$ cat src/logic/gcd_pkg.sv
// Package with register map, field positions and carrier types of the global configuration block.
package gcd_pkg;

    // Register addresses and access framing.
    localparam logic [7:0] GCD_ADDR_GLOBAL_CONFIGURATION = 8'h00;
    localparam logic [7:0] GCD_WRITE_FLAG                = 8'h80;
    localparam int         GCD_WRITE_BIT                 = 7;
    localparam int         GCD_CONF_WIDTH                = 17;
    localparam logic [16:0] GCD_CONF_RESET               = 17'h0_0000;

    // Field positions inside the global configuration register.
    localparam int GCD_B_SCALE_ANALOG      = 0;
    localparam int GCD_B_INTERNAL_SENSE    = 1;
    localparam int GCD_B_PWM_MODE          = 2;
    localparam int GCD_B_ENC_COMMUTATION   = 3;
    localparam int GCD_B_INVERT_DIRECTION  = 4;
    localparam int GCD_B_A_DRIVER_ERROR    = 5;
    localparam int GCD_B_A_PREWARNING      = 6;
    localparam int GCD_B_A_STALL_STEP      = 7;
    localparam int GCD_B_B_STALL_DIRECTION = 8;
    localparam int GCD_B_B_INDEX           = 9;
    localparam int GCD_B_B_CHOPPER_ON      = 10;
    localparam int GCD_B_B_TOGGLE_SKIP     = 11;
    localparam int GCD_B_A_PUSHPULL        = 12;
    localparam int GCD_B_B_PUSHPULL        = 13;

    // Register access request from the serial interface.
    typedef struct packed {
        logic       valid;
        logic [7:0] addr;
        logic [31:0] wdata;
    } gcd_req_t;

    // Read answer toward the serial interface.
    typedef struct packed {
        logic        valid;
        logic [31:0] rdata;
    } gcd_rsp_t;

    // Internal event sources; all but standstill, which gates the chopper mode, may be routed to the diagnostic outputs.
    typedef struct packed {
        logic overtemperature;
        logic short_to_ground;
        logic charge_pump_undervoltage;
        logic prewarning;
        logic stall;
        logic index;
        logic chopper_on;
        logic skip_increment;
        logic interrupt;
        logic position_compare;
        logic step_toggle;
        logic direction;
        logic standstill;
    } gcd_events_t;

    // Enable states of the voltage chopper mode.
    typedef enum logic [1:0] {
        GCD_PWM_OFF,
        GCD_PWM_PENDING,
        GCD_PWM_ON
    } gcd_pwm_state_t;

endpackage

$ cat src/logic/gcd_pin_driver.sv
// Output stage that turns a logical active level into open-collector or push-pull drive.
module gcd_pin_driver
    import gcd_pkg::*;
(
    input  wire logic clk_i,       // Device clock.
    input  wire logic srst_i,      // Synchronous reset, active high.
    input  wire logic active_i,    // Logical active state of the output.
    input  wire logic pushpull_i,  // Set selects push-pull, active high.
    input  wire logic in_reset_i,  // Reset indication forces active low drive.
    output logic      pin_o,       // Level driven onto the pin.
    output logic      pin_oe_n_o   // Output enable, low while driving.
);

    logic next_pin;     // Next driven level.
    logic next_oe_n;    // Next output enable, active low.

    // Work out drive level and enable for the pin.
    always_comb begin
        if (in_reset_i) begin
            // Reset shows as a driven low level in either mode.
            next_pin  = 1'b0;
            next_oe_n = 1'b0;
        end else if (pushpull_i) begin
            // Push-pull drives the active state high.
            next_pin  = active_i;
            next_oe_n = 1'b0;
        end else begin
            // Open collector pulls low when active and releases otherwise.
            next_pin  = 1'b0;
            next_oe_n = ~active_i;
        end
    end

    // Register the pin signals so the pins come from flip-flops.
    always_ff @(posedge clk_i) begin
        if (srst_i) begin
            pin_o      <= 1'b0;
            pin_oe_n_o <= 1'b0;
        end else begin
            pin_o      <= next_pin;
            pin_oe_n_o <= next_oe_n;
        end
    end

endmodule

$ cat src/logic/gcd_global_config.sv
// Global configuration register with diagnostic output routing.
// What this block does
// - All registers read zero after power-up.
// - Configuration at 0x00, 17 bits, read/write.
// - Bit 0 picks analog reference input.
// - Bit 1 picks internal sense resistors.
// - Bit 2 PWM mode; enables only at standstill.
// - Bit 3 encoder commutation; software keeps zero.
// - Bit 4 inverts motor direction.
// - Bit 5 routes driver errors to A.
// - Output A driven low during reset.
// - Bit 6 routes prewarning to A.
// - Bit 7 routes stall to A.
// - Strap low: A is interrupt or step.
// - Bit 8 routes stall to B.
// - Strap low: B is compare or direction.
// - Bit 9 routes index position to B.
// - Bit 10 routes chopper on-state to B.
// - Bit 11 toggles B on skipped steps.
// - Outputs open collector unless push-pull set.
module gcd_global_config
    import gcd_pkg::*;
(
    input  wire logic        clk_i,                      // Device clock, 25 MHz.
    input  wire logic        srst_i,                     // Synchronous reset, active high.
    input  wire gcd_req_t    req_i,                      // Register access request.
    input  wire gcd_events_t events_i,                   // Internal event sources.
    input  wire logic        step_direction_mode_strap_i, // Mode strap level.
    output gcd_rsp_t         rsp_o,                      // Read answer.
    output logic [16:0]      global_configuration_o,     // Register contents.
    output logic             use_analog_reference_o,     // Analog reference selected.
    output logic             internal_sense_o,           // Internal sense resistors selected.
    output logic             pwm_mode_active_o,          // Voltage chopper mode in effect.
    output logic             encoder_commutation_o,      // Encoder commutation enabled.
    output logic             invert_direction_o,         // Motor direction inverted.
    output logic             diagnostic_output_a_o,      // Level on output A.
    output logic             diagnostic_output_a_oe_n_o, // Output A enable, low drives.
    output logic             diagnostic_output_b_o,      // Level on output B.
    output logic             diagnostic_output_b_oe_n_o  // Output B enable, low drives.
);

    ////////////////////////////////////////////////////////////////////////////
    // Register storage and access.
    ////////////////////////////////////////////////////////////////////////////

    logic [16:0]    conf;            // Stored configuration.
    logic [16:0]    next_conf;       // Next configuration.
    gcd_rsp_t       next_rsp;        // Next read answer.
    logic           is_write;        // Access carries the write flag.
    logic [7:0]     reg_addr;        // Address with write flag removed.

    assign is_write = req_i.addr[GCD_WRITE_BIT];
    assign reg_addr = req_i.addr & ~GCD_WRITE_FLAG;

    // Decode writes and reads of the configuration word.
    always_comb begin
        next_conf = conf;
        next_rsp  = '{valid: 1'b0, rdata: 32'h0000_0000};
        if (req_i.valid && reg_addr == GCD_ADDR_GLOBAL_CONFIGURATION) begin
            if (is_write) begin
                // Only the 17 implemented bits are stored.
                next_conf = req_i.wdata[GCD_CONF_WIDTH-1:0];
            end else begin
                // Reads return the stored word zero extended.
                next_rsp.valid = 1'b1;
                next_rsp.rdata = {15'h0000, conf};
            end
        end else if (req_i.valid && !is_write) begin
            // Unmapped reads answer with zero.
            next_rsp.valid = 1'b1;
        end
    end

    // Register storage; reset clears everything.
    always_ff @(posedge clk_i) begin
        if (srst_i) begin
            conf  <= GCD_CONF_RESET;
            rsp_o <= '{valid: 1'b0, rdata: 32'h0000_0000};
        end else begin
            conf  <= next_conf;
            rsp_o <= next_rsp;
        end
    end

    ////////////////////////////////////////////////////////////////////////////
    // Voltage chopper enable sequencing.
    ////////////////////////////////////////////////////////////////////////////

    gcd_pwm_state_t pwm_state;       // Current chopper mode state.
    gcd_pwm_state_t next_pwm_state;  // Next chopper mode state.

    // A request to switch on waits for standstill; switching off is immediate.
    always_comb begin
        next_pwm_state = pwm_state;
        case (pwm_state)
            GCD_PWM_OFF: begin
                if (conf[GCD_B_PWM_MODE]) begin
                    next_pwm_state = events_i.standstill ? GCD_PWM_ON : GCD_PWM_PENDING;
                end
            end
            GCD_PWM_PENDING: begin
                if (!conf[GCD_B_PWM_MODE]) begin
                    next_pwm_state = GCD_PWM_OFF;
                end else if (events_i.standstill) begin
                    next_pwm_state = GCD_PWM_ON;
                end
            end
            GCD_PWM_ON: begin
                if (!conf[GCD_B_PWM_MODE]) begin
                    next_pwm_state = GCD_PWM_OFF;
                end
            end
            default: begin
                next_pwm_state = GCD_PWM_OFF;
            end
        endcase
    end

    // Register the chopper state.
    always_ff @(posedge clk_i) begin
        if (srst_i) begin
            pwm_state <= GCD_PWM_OFF;
        end else begin
            pwm_state <= next_pwm_state;
        end
    end

    ////////////////////////////////////////////////////////////////////////////
    // Control outputs.
    ////////////////////////////////////////////////////////////////////////////

    logic [4:0] next_ctrl;  // Next values of the five control outputs.

    // Collect control bits from the configuration.
    always_comb begin
        next_ctrl[0] = next_conf[GCD_B_SCALE_ANALOG];
        next_ctrl[1] = next_conf[GCD_B_INTERNAL_SENSE];
        next_ctrl[2] = (next_pwm_state == GCD_PWM_ON);
        next_ctrl[3] = next_conf[GCD_B_ENC_COMMUTATION];
        next_ctrl[4] = next_conf[GCD_B_INVERT_DIRECTION];
    end

    // Register control outputs.
    always_ff @(posedge clk_i) begin
        if (srst_i) begin
            global_configuration_o <= GCD_CONF_RESET;
            use_analog_reference_o <= 1'b0;
            internal_sense_o       <= 1'b0;
            pwm_mode_active_o      <= 1'b0;
            encoder_commutation_o  <= 1'b0;
            invert_direction_o     <= 1'b0;
        end else begin
            global_configuration_o <= next_conf;
            use_analog_reference_o <= next_ctrl[0];
            internal_sense_o       <= next_ctrl[1];
            pwm_mode_active_o      <= next_ctrl[2];
            encoder_commutation_o  <= next_ctrl[3];
            invert_direction_o     <= next_ctrl[4];
        end
    end

    ////////////////////////////////////////////////////////////////////////////
    // Diagnostic routing.
    ////////////////////////////////////////////////////////////////////////////

    logic skip_toggle;       // Toggle state for skipped steps.
    logic next_skip_toggle;  // Next toggle state.
    logic active_a;          // Logical active state of output A.
    logic active_b;          // Logical active state of output B.

    // Flip the toggle on every skipped-step increment while enabled.
    always_comb begin
        next_skip_toggle = skip_toggle;
        if (conf[GCD_B_B_TOGGLE_SKIP] && events_i.skip_increment) begin
            next_skip_toggle = ~skip_toggle;
        end
    end

    // Register the toggle.
    always_ff @(posedge clk_i) begin
        if (srst_i) begin
            skip_toggle <= 1'b0;
        end else begin
            skip_toggle <= next_skip_toggle;
        end
    end

    // Combine the enabled sources for each output.
    always_comb begin
        if (step_direction_mode_strap_i) begin
            active_a = (conf[GCD_B_A_DRIVER_ERROR] &&
                        (events_i.overtemperature || events_i.short_to_ground ||
                         events_i.charge_pump_undervoltage))
                     || (conf[GCD_B_A_PREWARNING] && events_i.prewarning)
                     || (conf[GCD_B_A_STALL_STEP] && events_i.stall);
            active_b = (conf[GCD_B_B_STALL_DIRECTION] && events_i.stall)
                     || (conf[GCD_B_B_INDEX] && events_i.index)
                     || (conf[GCD_B_B_CHOPPER_ON] && events_i.chopper_on)
                     || (conf[GCD_B_B_TOGGLE_SKIP] && skip_toggle);
        end else begin
            // External driver mode: pass step and direction or the status signals.
            active_a = conf[GCD_B_A_STALL_STEP] ? events_i.step_toggle
                                                : events_i.interrupt;
            active_b = conf[GCD_B_B_STALL_DIRECTION] ? events_i.direction
                                                     : events_i.position_compare;
        end
    end

    // Per-output signals of the output stages; index 0 is A, index 1 is B.
    logic [1:0] pin_active;    // Logical active state per output.
    logic [1:0] pin_pushpull;  // Push-pull selection per output.
    logic [1:0] pin_in_reset;  // Reset indication per output.
    logic [1:0] pin_level;     // Registered pin levels.
    logic [1:0] pin_oe_n;      // Registered output enables, low drives.

    assign pin_active   = {active_b, active_a};
    assign pin_pushpull = {conf[GCD_B_B_PUSHPULL], conf[GCD_B_A_PUSHPULL]};
    assign pin_in_reset = {1'b0, srst_i};  // Only output A takes the reset indication; both stages reset to driven low.

    // One output stage per diagnostic output.
    for (genvar g = 0; g < 2; g++) begin : g_drv
        gcd_pin_driver u_drv (
            .clk_i      (clk_i),
            .srst_i     (srst_i),
            .active_i   (pin_active[g]),
            .pushpull_i (pin_pushpull[g]),
            .in_reset_i (pin_in_reset[g]),
            .pin_o      (pin_level[g]),
            .pin_oe_n_o (pin_oe_n[g])
        );
    end

    // Pins come straight from the output stage flip-flops.
    assign diagnostic_output_a_o      = pin_level[0];
    assign diagnostic_output_a_oe_n_o = pin_oe_n[0];
    assign diagnostic_output_b_o      = pin_level[1];
    assign diagnostic_output_b_oe_n_o = pin_oe_n[1];

    ////////////////////////////////////////////////////////////////////////////
    // Assertions and covers.
    ////////////////////////////////////////////////////////////////////////////

    // Accepted write of the configuration word, seen from the request side.
    logic conf_write;
    assign conf_write = req_i.valid && is_write && (reg_addr == GCD_ADDR_GLOBAL_CONFIGURATION);

    // All checks but the reset ones are off while reset is held.
    a_reset_clears_conf: assert property (@(posedge clk_i)
        srst_i |=> (global_configuration_o == 17'h0_0000))
        else $error("configuration not cleared by reset");

    a_write_stores_word: assert property (@(posedge clk_i) disable iff (srst_i)
        (req_i.valid && req_i.addr == 8'h80) |=> (conf == $past(req_i.wdata[16:0])))
        else $error("write did not store configuration");

    a_read_returns_conf: assert property (@(posedge clk_i) disable iff (srst_i)
        (req_i.valid && req_i.addr == 8'h00)
        |=> (rsp_o.valid && rsp_o.rdata == {15'h0000, $past(conf)}))
        else $error("read answer wrong");

    a_pwm_only_standstill: assert property (@(posedge clk_i) disable iff (srst_i)
        (!pwm_mode_active_o ##1 pwm_mode_active_o) |-> $past(events_i.standstill))
        else $error("chopper mode enabled while moving");

    a_direction_follows: assert property (@(posedge clk_i) disable iff (srst_i)
        conf_write |=> (invert_direction_o == $past(req_i.wdata[GCD_B_INVERT_DIRECTION])))
        else $error("direction inversion stale");

    a_out_a_in_reset: assert property (@(posedge clk_i)
        srst_i [*2] |-> (!diagnostic_output_a_o && !diagnostic_output_a_oe_n_o))
        else $error("output A not driven low in reset");

    a_prewarning_routed: assert property (@(posedge clk_i) disable iff (srst_i)
        (step_direction_mode_strap_i && conf[6] && events_i.prewarning && !conf[12])
        |=> !diagnostic_output_a_oe_n_o && !diagnostic_output_a_o)
        else $error("prewarning not shown on output A");

    a_step_routed: assert property (@(posedge clk_i) disable iff (srst_i)
        (!step_direction_mode_strap_i && conf[7] && conf[12])
        |=> diagnostic_output_a_o == $past(events_i.step_toggle))
        else $error("step not passed to output A");

    a_index_routed: assert property (@(posedge clk_i) disable iff (srst_i)
        (step_direction_mode_strap_i && conf[9] && events_i.index && conf[13])
        |=> diagnostic_output_b_o)
        else $error("index not shown on output B");

    a_idle_released: assert property (@(posedge clk_i) disable iff (srst_i)
        (step_direction_mode_strap_i && conf[11:5] == 7'h00 && !conf[12])
        |=> diagnostic_output_a_oe_n_o)
        else $error("output A driven while idle");

    a_refused_write_kept: assert property (@(posedge clk_i) disable iff (srst_i)
        (req_i.valid && is_write && !conf_write) |=> $stable(conf))
        else $error("unmapped write changed configuration");

    a_unmapped_read_zero: assert property (@(posedge clk_i) disable iff (srst_i)
        (req_i.valid && !is_write && reg_addr != GCD_ADDR_GLOBAL_CONFIGURATION)
        |=> (rsp_o.valid && rsp_o.rdata == 32'h0000_0000))
        else $error("unmapped read answer wrong");

    a_analog_ref_follows: assert property (@(posedge clk_i) disable iff (srst_i)
        conf_write |=> (use_analog_reference_o == $past(req_i.wdata[GCD_B_SCALE_ANALOG])))
        else $error("reference selection stale");

    a_sense_follows: assert property (@(posedge clk_i) disable iff (srst_i)
        conf_write |=> (internal_sense_o == $past(req_i.wdata[GCD_B_INTERNAL_SENSE])))
        else $error("sense selection stale");

    a_encoder_follows: assert property (@(posedge clk_i) disable iff (srst_i)
        conf_write |=> (encoder_commutation_o == $past(req_i.wdata[GCD_B_ENC_COMMUTATION])))
        else $error("encoder commutation stale");

    a_pwm_drops_clear: assert property (@(posedge clk_i) disable iff (srst_i)
        (pwm_mode_active_o && !conf[GCD_B_PWM_MODE]) |=> !pwm_mode_active_o)
        else $error("chopper mode kept after clear");

    a_driver_error_routed: assert property (@(posedge clk_i) disable iff (srst_i)
        (step_direction_mode_strap_i && conf[GCD_B_A_DRIVER_ERROR] && !conf[GCD_B_A_PUSHPULL]
         && (events_i.overtemperature || events_i.short_to_ground)) |=> !diagnostic_output_a_oe_n_o)
        else $error("driver error not shown on output A");

    a_stall_a_routed: assert property (@(posedge clk_i) disable iff (srst_i)
        (step_direction_mode_strap_i && conf[GCD_B_A_STALL_STEP] && events_i.stall
         && !conf[GCD_B_A_PUSHPULL]) |=> !diagnostic_output_a_oe_n_o)
        else $error("stall not shown on output A");

    a_stall_b_routed: assert property (@(posedge clk_i) disable iff (srst_i)
        (step_direction_mode_strap_i && conf[GCD_B_B_STALL_DIRECTION] && events_i.stall
         && conf[GCD_B_B_PUSHPULL]) |=> diagnostic_output_b_o)
        else $error("stall not shown on output B");

    a_chopper_routed: assert property (@(posedge clk_i) disable iff (srst_i)
        (step_direction_mode_strap_i && conf[GCD_B_B_CHOPPER_ON] && events_i.chopper_on
         && conf[GCD_B_B_PUSHPULL]) |=> diagnostic_output_b_o)
        else $error("chopper state not shown on output B");

    a_direction_routed: assert property (@(posedge clk_i) disable iff (srst_i)
        (!step_direction_mode_strap_i && conf[GCD_B_B_STALL_DIRECTION] && conf[GCD_B_B_PUSHPULL])
        |=> (diagnostic_output_b_o == $past(events_i.direction)))
        else $error("direction not passed to output B");

    c_write_conf: cover property (@(posedge clk_i) req_i.valid && req_i.addr == 8'h80);
    c_pwm_pending: cover property (@(posedge clk_i) pwm_state == GCD_PWM_PENDING);
    c_skip_toggle: cover property (@(posedge clk_i) skip_toggle ##1 !skip_toggle);
    c_ext_driver: cover property (@(posedge clk_i) !step_direction_mode_strap_i && conf[7]);
    c_pwm_on: cover property (@(posedge clk_i) pwm_mode_active_o);

endmodule

$ cat config.mk
export PLATFORM = sky130hd
export DESIGN_NAME = gcd_global_config
export DESIGN_NICKNAME = d
export VERILOG_FILES = /design/src/logic/gcd_pkg.sv /design/src/logic/gcd_pin_driver.sv /design/src/logic/gcd_global_config.sv
export SDC_FILE = /design/constraint.sdc
export NUM_CORES = 1
export LEC_CHECK = 0
export ABC_AREA = 1
export BUFFER_PORTS_ARGS = -buffer_cell sky130_fd_sc_hd__buf_2
export CAP_MARGIN = 30
export CORE_ASPECT_RATIO = 2
export CORE_MARGIN = 3
export CORE_UTILIZATION = 43
export CTS_BUF_LIST = sky130_fd_sc_hd__clkbuf_16
export DETAILED_ROUTE_END_ITERATION = 7
export PLACE_DENSITY = 0.76
export SLEW_MARGIN = 20
export SYNTH_ARGS = -nofsm -noshare
export SYNTH_HDL_FRONTEND = slang
export SYNTH_SLANG_ARGS = --single-unit
export TNS_END_PERCENT = 50
$ cat constraint.sdc
create_clock -name clk_i -period 1.2 [get_ports clk_i]
set_input_delay 0.18 -clock clk_i [delete_from_list [all_inputs] [get_ports clk_i]]
set_output_delay 0.18 -clock clk_i [all_outputs]
set_load 0.02 [all_outputs]
==> run summary <==
YS warnings -> 0
CP max FO -> 5
DR WL/cell -> 10.56 um
Synthesized flop and latch total -> 43
Setup bufs post-CTS -> 0
Die X -> 52.93 um
GPL Wtd Cong -> 0.8049
Number of core rows -> 33
Final Power -> 3129 uW
Cell with the most instances after synthesis -> dfxtp_1
Synth area leaders -> dfxtp_1 (45%), buf_4 (8.7%), nand2_1 (7.5%), inv_1 (7.3%), nor2_1 (6.3%)
CTS resizes -> 0
Pwr dens -> 1279 nW/um^2
WL final -> 3.971 mm
Crit path max-delay family -> flip-flops
Worst Min Path Start -> events_i[0]
RSZ-0062 raised after global routing -> no
Final total negative setup slack -> 0 ns
Largest net degree at the start of global routing -> 35
DRC Markers -> 0
Clk slew on worst S/H paths -> 0.06 ns
Post-synth EDFFs -> 0
Crit path capture type -> primary output
I/O Pins -> 116
Leak pwr -> 0.001258 uW
CTS buffer count -> 5
Worst Path Arrival -> 0.90 ns
Hold Path Class -> in2reg
Worst hold path depth -> 2
Crit path max-delay cell type -> dfxtp_1
Synth cell types -> 24
Asr flop ratio synth -> 0
Via Count -> 1,638
Worst Hold Path EP -> pwm_state[0]$_SDFF_PP0_
Final net count -> 381
Core area -> 4170 sq um
R2R Path End -> g_drv[1].u_drv.pin_oe_n_o$_SDFF_PP0_
Port Buffers -> 85
Hold buffers post-CTS -> 0
H-tree Lvls -> 2
Final hold viol count -> 0
Critical path required time -> 1.02 ns
CTS tree -> done
Seq/Total Area, Yosys -> 0.4544
Die Area -> 5286 sq um
First-pass GRT wire length -> 6.361 mm
Overflow after GRT -> 0
Initial antenna violation count -> 0
Total iterations of the first detailed-routing run -> 3
Worst reg-to-reg path cell count -> 4
Maximum VDD drop -> 0.0007658 V
Clk_skew -> 0.002599 ns
Most used DFF post-synth -> dfxtp_1
CTS root buf -> clkbuf_16
Post-DP HPWL -> 3.138 mm
Synthesized instance count -> 243
Number of diodes -> 0
Mapped Avg Cell Area -> 7.796 sq um
Initial Utilization -> 0.4542
Post-synthesis cell area -> 1894 sq um
Worst-Skew Late Latency -> 0.28 ns
Layout area overhead -> 29.19%
Layout cells sized above 1 -> 0.3426
Largest buffer count on any clock path -> 2
WHS -> 0.07852 ns
Initial DRC Count -> 21
Vias/cell -> 4.356
Top-area cell type share of the netlist area -> 0.4544
Leading area contributor after synthesis -> dfxtp_1
Outcome -> complete, no violations
Setup-failing EPs final -> 0
Setup CP Type -> reg2out
Max Slew Vio Count -> 0
Die Ht -> 99.87 um
Crit path largest cell delay -> 0.42 ns
Fin crit period -> 1.084 ns
Reg-to-reg setup timing slack -> 0.24 ns
Commonest cells in the netlist -> dfxtp_1 (43), nand2_1 (38), inv_1 (37)
Clock sinks -> 43
Antenna Nets Post-Route -> 0
Vias in the first global route -> 1,490
Reg2reg start -> global_configuration_o[8]$_SDFFE_PP0P_
Critical Path, Cell by Cell -> buf_2
Crit path buf inv count -> 1
GRT Overall Usage -> 0.1609
Critical Path Start Type -> register
Fmax -> 0.9229 GHz
Max_cap viols -> 0
Fin crit share -> 0.9029
[cell families (layout without fill, tap and decap cells)]
family	after synthesis	after routing	synth area share
buffers and inverters	69	136	0.1955
DFF	43	43	0.4544
AOI/OAI and AO/OA	23	23	0.06341
xor gates and xnor gates	1	1	0.004624
and+or+nand+nor	106	106	0.2801
other	1	15	0.001980
[flip-flops by register name, indices dropped and copies added (netlist names)]
| name | flops |
|---|---|
| g_drv.u_drv.pin_oe_n_o | 2 |
| skip_toggle | 1 |
| global_configuration_o | 17 |
| g_drv.u_drv.pin_o | 2 |
| rsp_o | 18 |
| pwm_state | 2 |
| pwm_mode_active_o | 1 |
[report_power, final]
| group | internal (uW) | switching (uW) | total [uW] |
|---|---|---|---|
| clock | 961 | 499 | 1460 |
| sequential | 1440 | 2.42 | 1440 |
| combinational | 88.7 | 143 | 232 |
[layout make-up]
cell class / count / area, sq um
Tap cell: 52 / 65.06
Fill cell: 414 / 1723
Multi-Input combinational cell: 145 / 715.7
Clock inverter: 2 / 33.78
Timing Repair Buffer: 90 / 500.5
Sequential cell: 43 / 860.8
Clock buffer: 5 / 125.1
Inverter: 39 / 146.4
[worst max-delay path by stage]
stage,from,slack [ns],cells after the start,end
after CTS,global_configuration_o[8]$_SDFFE_PP0P_,0.11,1,global_configuration_o[8]
final,global_configuration_o[8]$_SDFFE_PP0P_,0.12,1,global_configuration_o[8]
after global routing,global_configuration_o[8]$_SDFFE_PP0P_,0.08,1,global_configuration_o[8]
after floorplan,req_i[37],0.21,7,global_configuration_o[8]$_SDFFE_PP0P_
after detailed placement,req_i[37],0.03,6,rsp_o[5]$_SDFF_PP0_
after global placement,req_i[37],0.07,6,rsp_o[3]$_SDFF_PP0_
[metal layers]
| metal | vias to the layer above | GRT usage | part of all wire |
|---|---|---|---|
| met4 | 0 | 0.09252 | 0.029 |
| met3 | 10 | 0.02229 | 0.074 |
| met2 | 69 | 0.2902 | 0.52 |
| li1 | 860 | - | - |
| met5 | - | 0 | 0 |
| met1 | 699 | 0.1681 | 0.37 |
[metrics by stage]
stage,std cells,cell area (sq um),setup WS [ns],utilization
after floorplan,257,1947,0.2140,-
after global placement,369,2288,0.06530,0.5488
after detailed placement,369,2288,0.02877,0.5488
after CTS,376,2447,0.1083,0.5869
after global routing,376,2447,0.08159,0.5869
final,376,2447,0.1165,0.5869
[cells in the final DEF (no fill, tap or decap), drive strengths merged]
master	count
xor2	1
bufinv	1
conb	15
clkbuf	5
a21oi	21
nand3	20
a211oi	2
nor2	44
clkinv	1
nand2	40
nor3	1
dfxtp	43
buf	90
nand4	1
inv	39
Note: power is estimated with default switching activity, not from simulation.
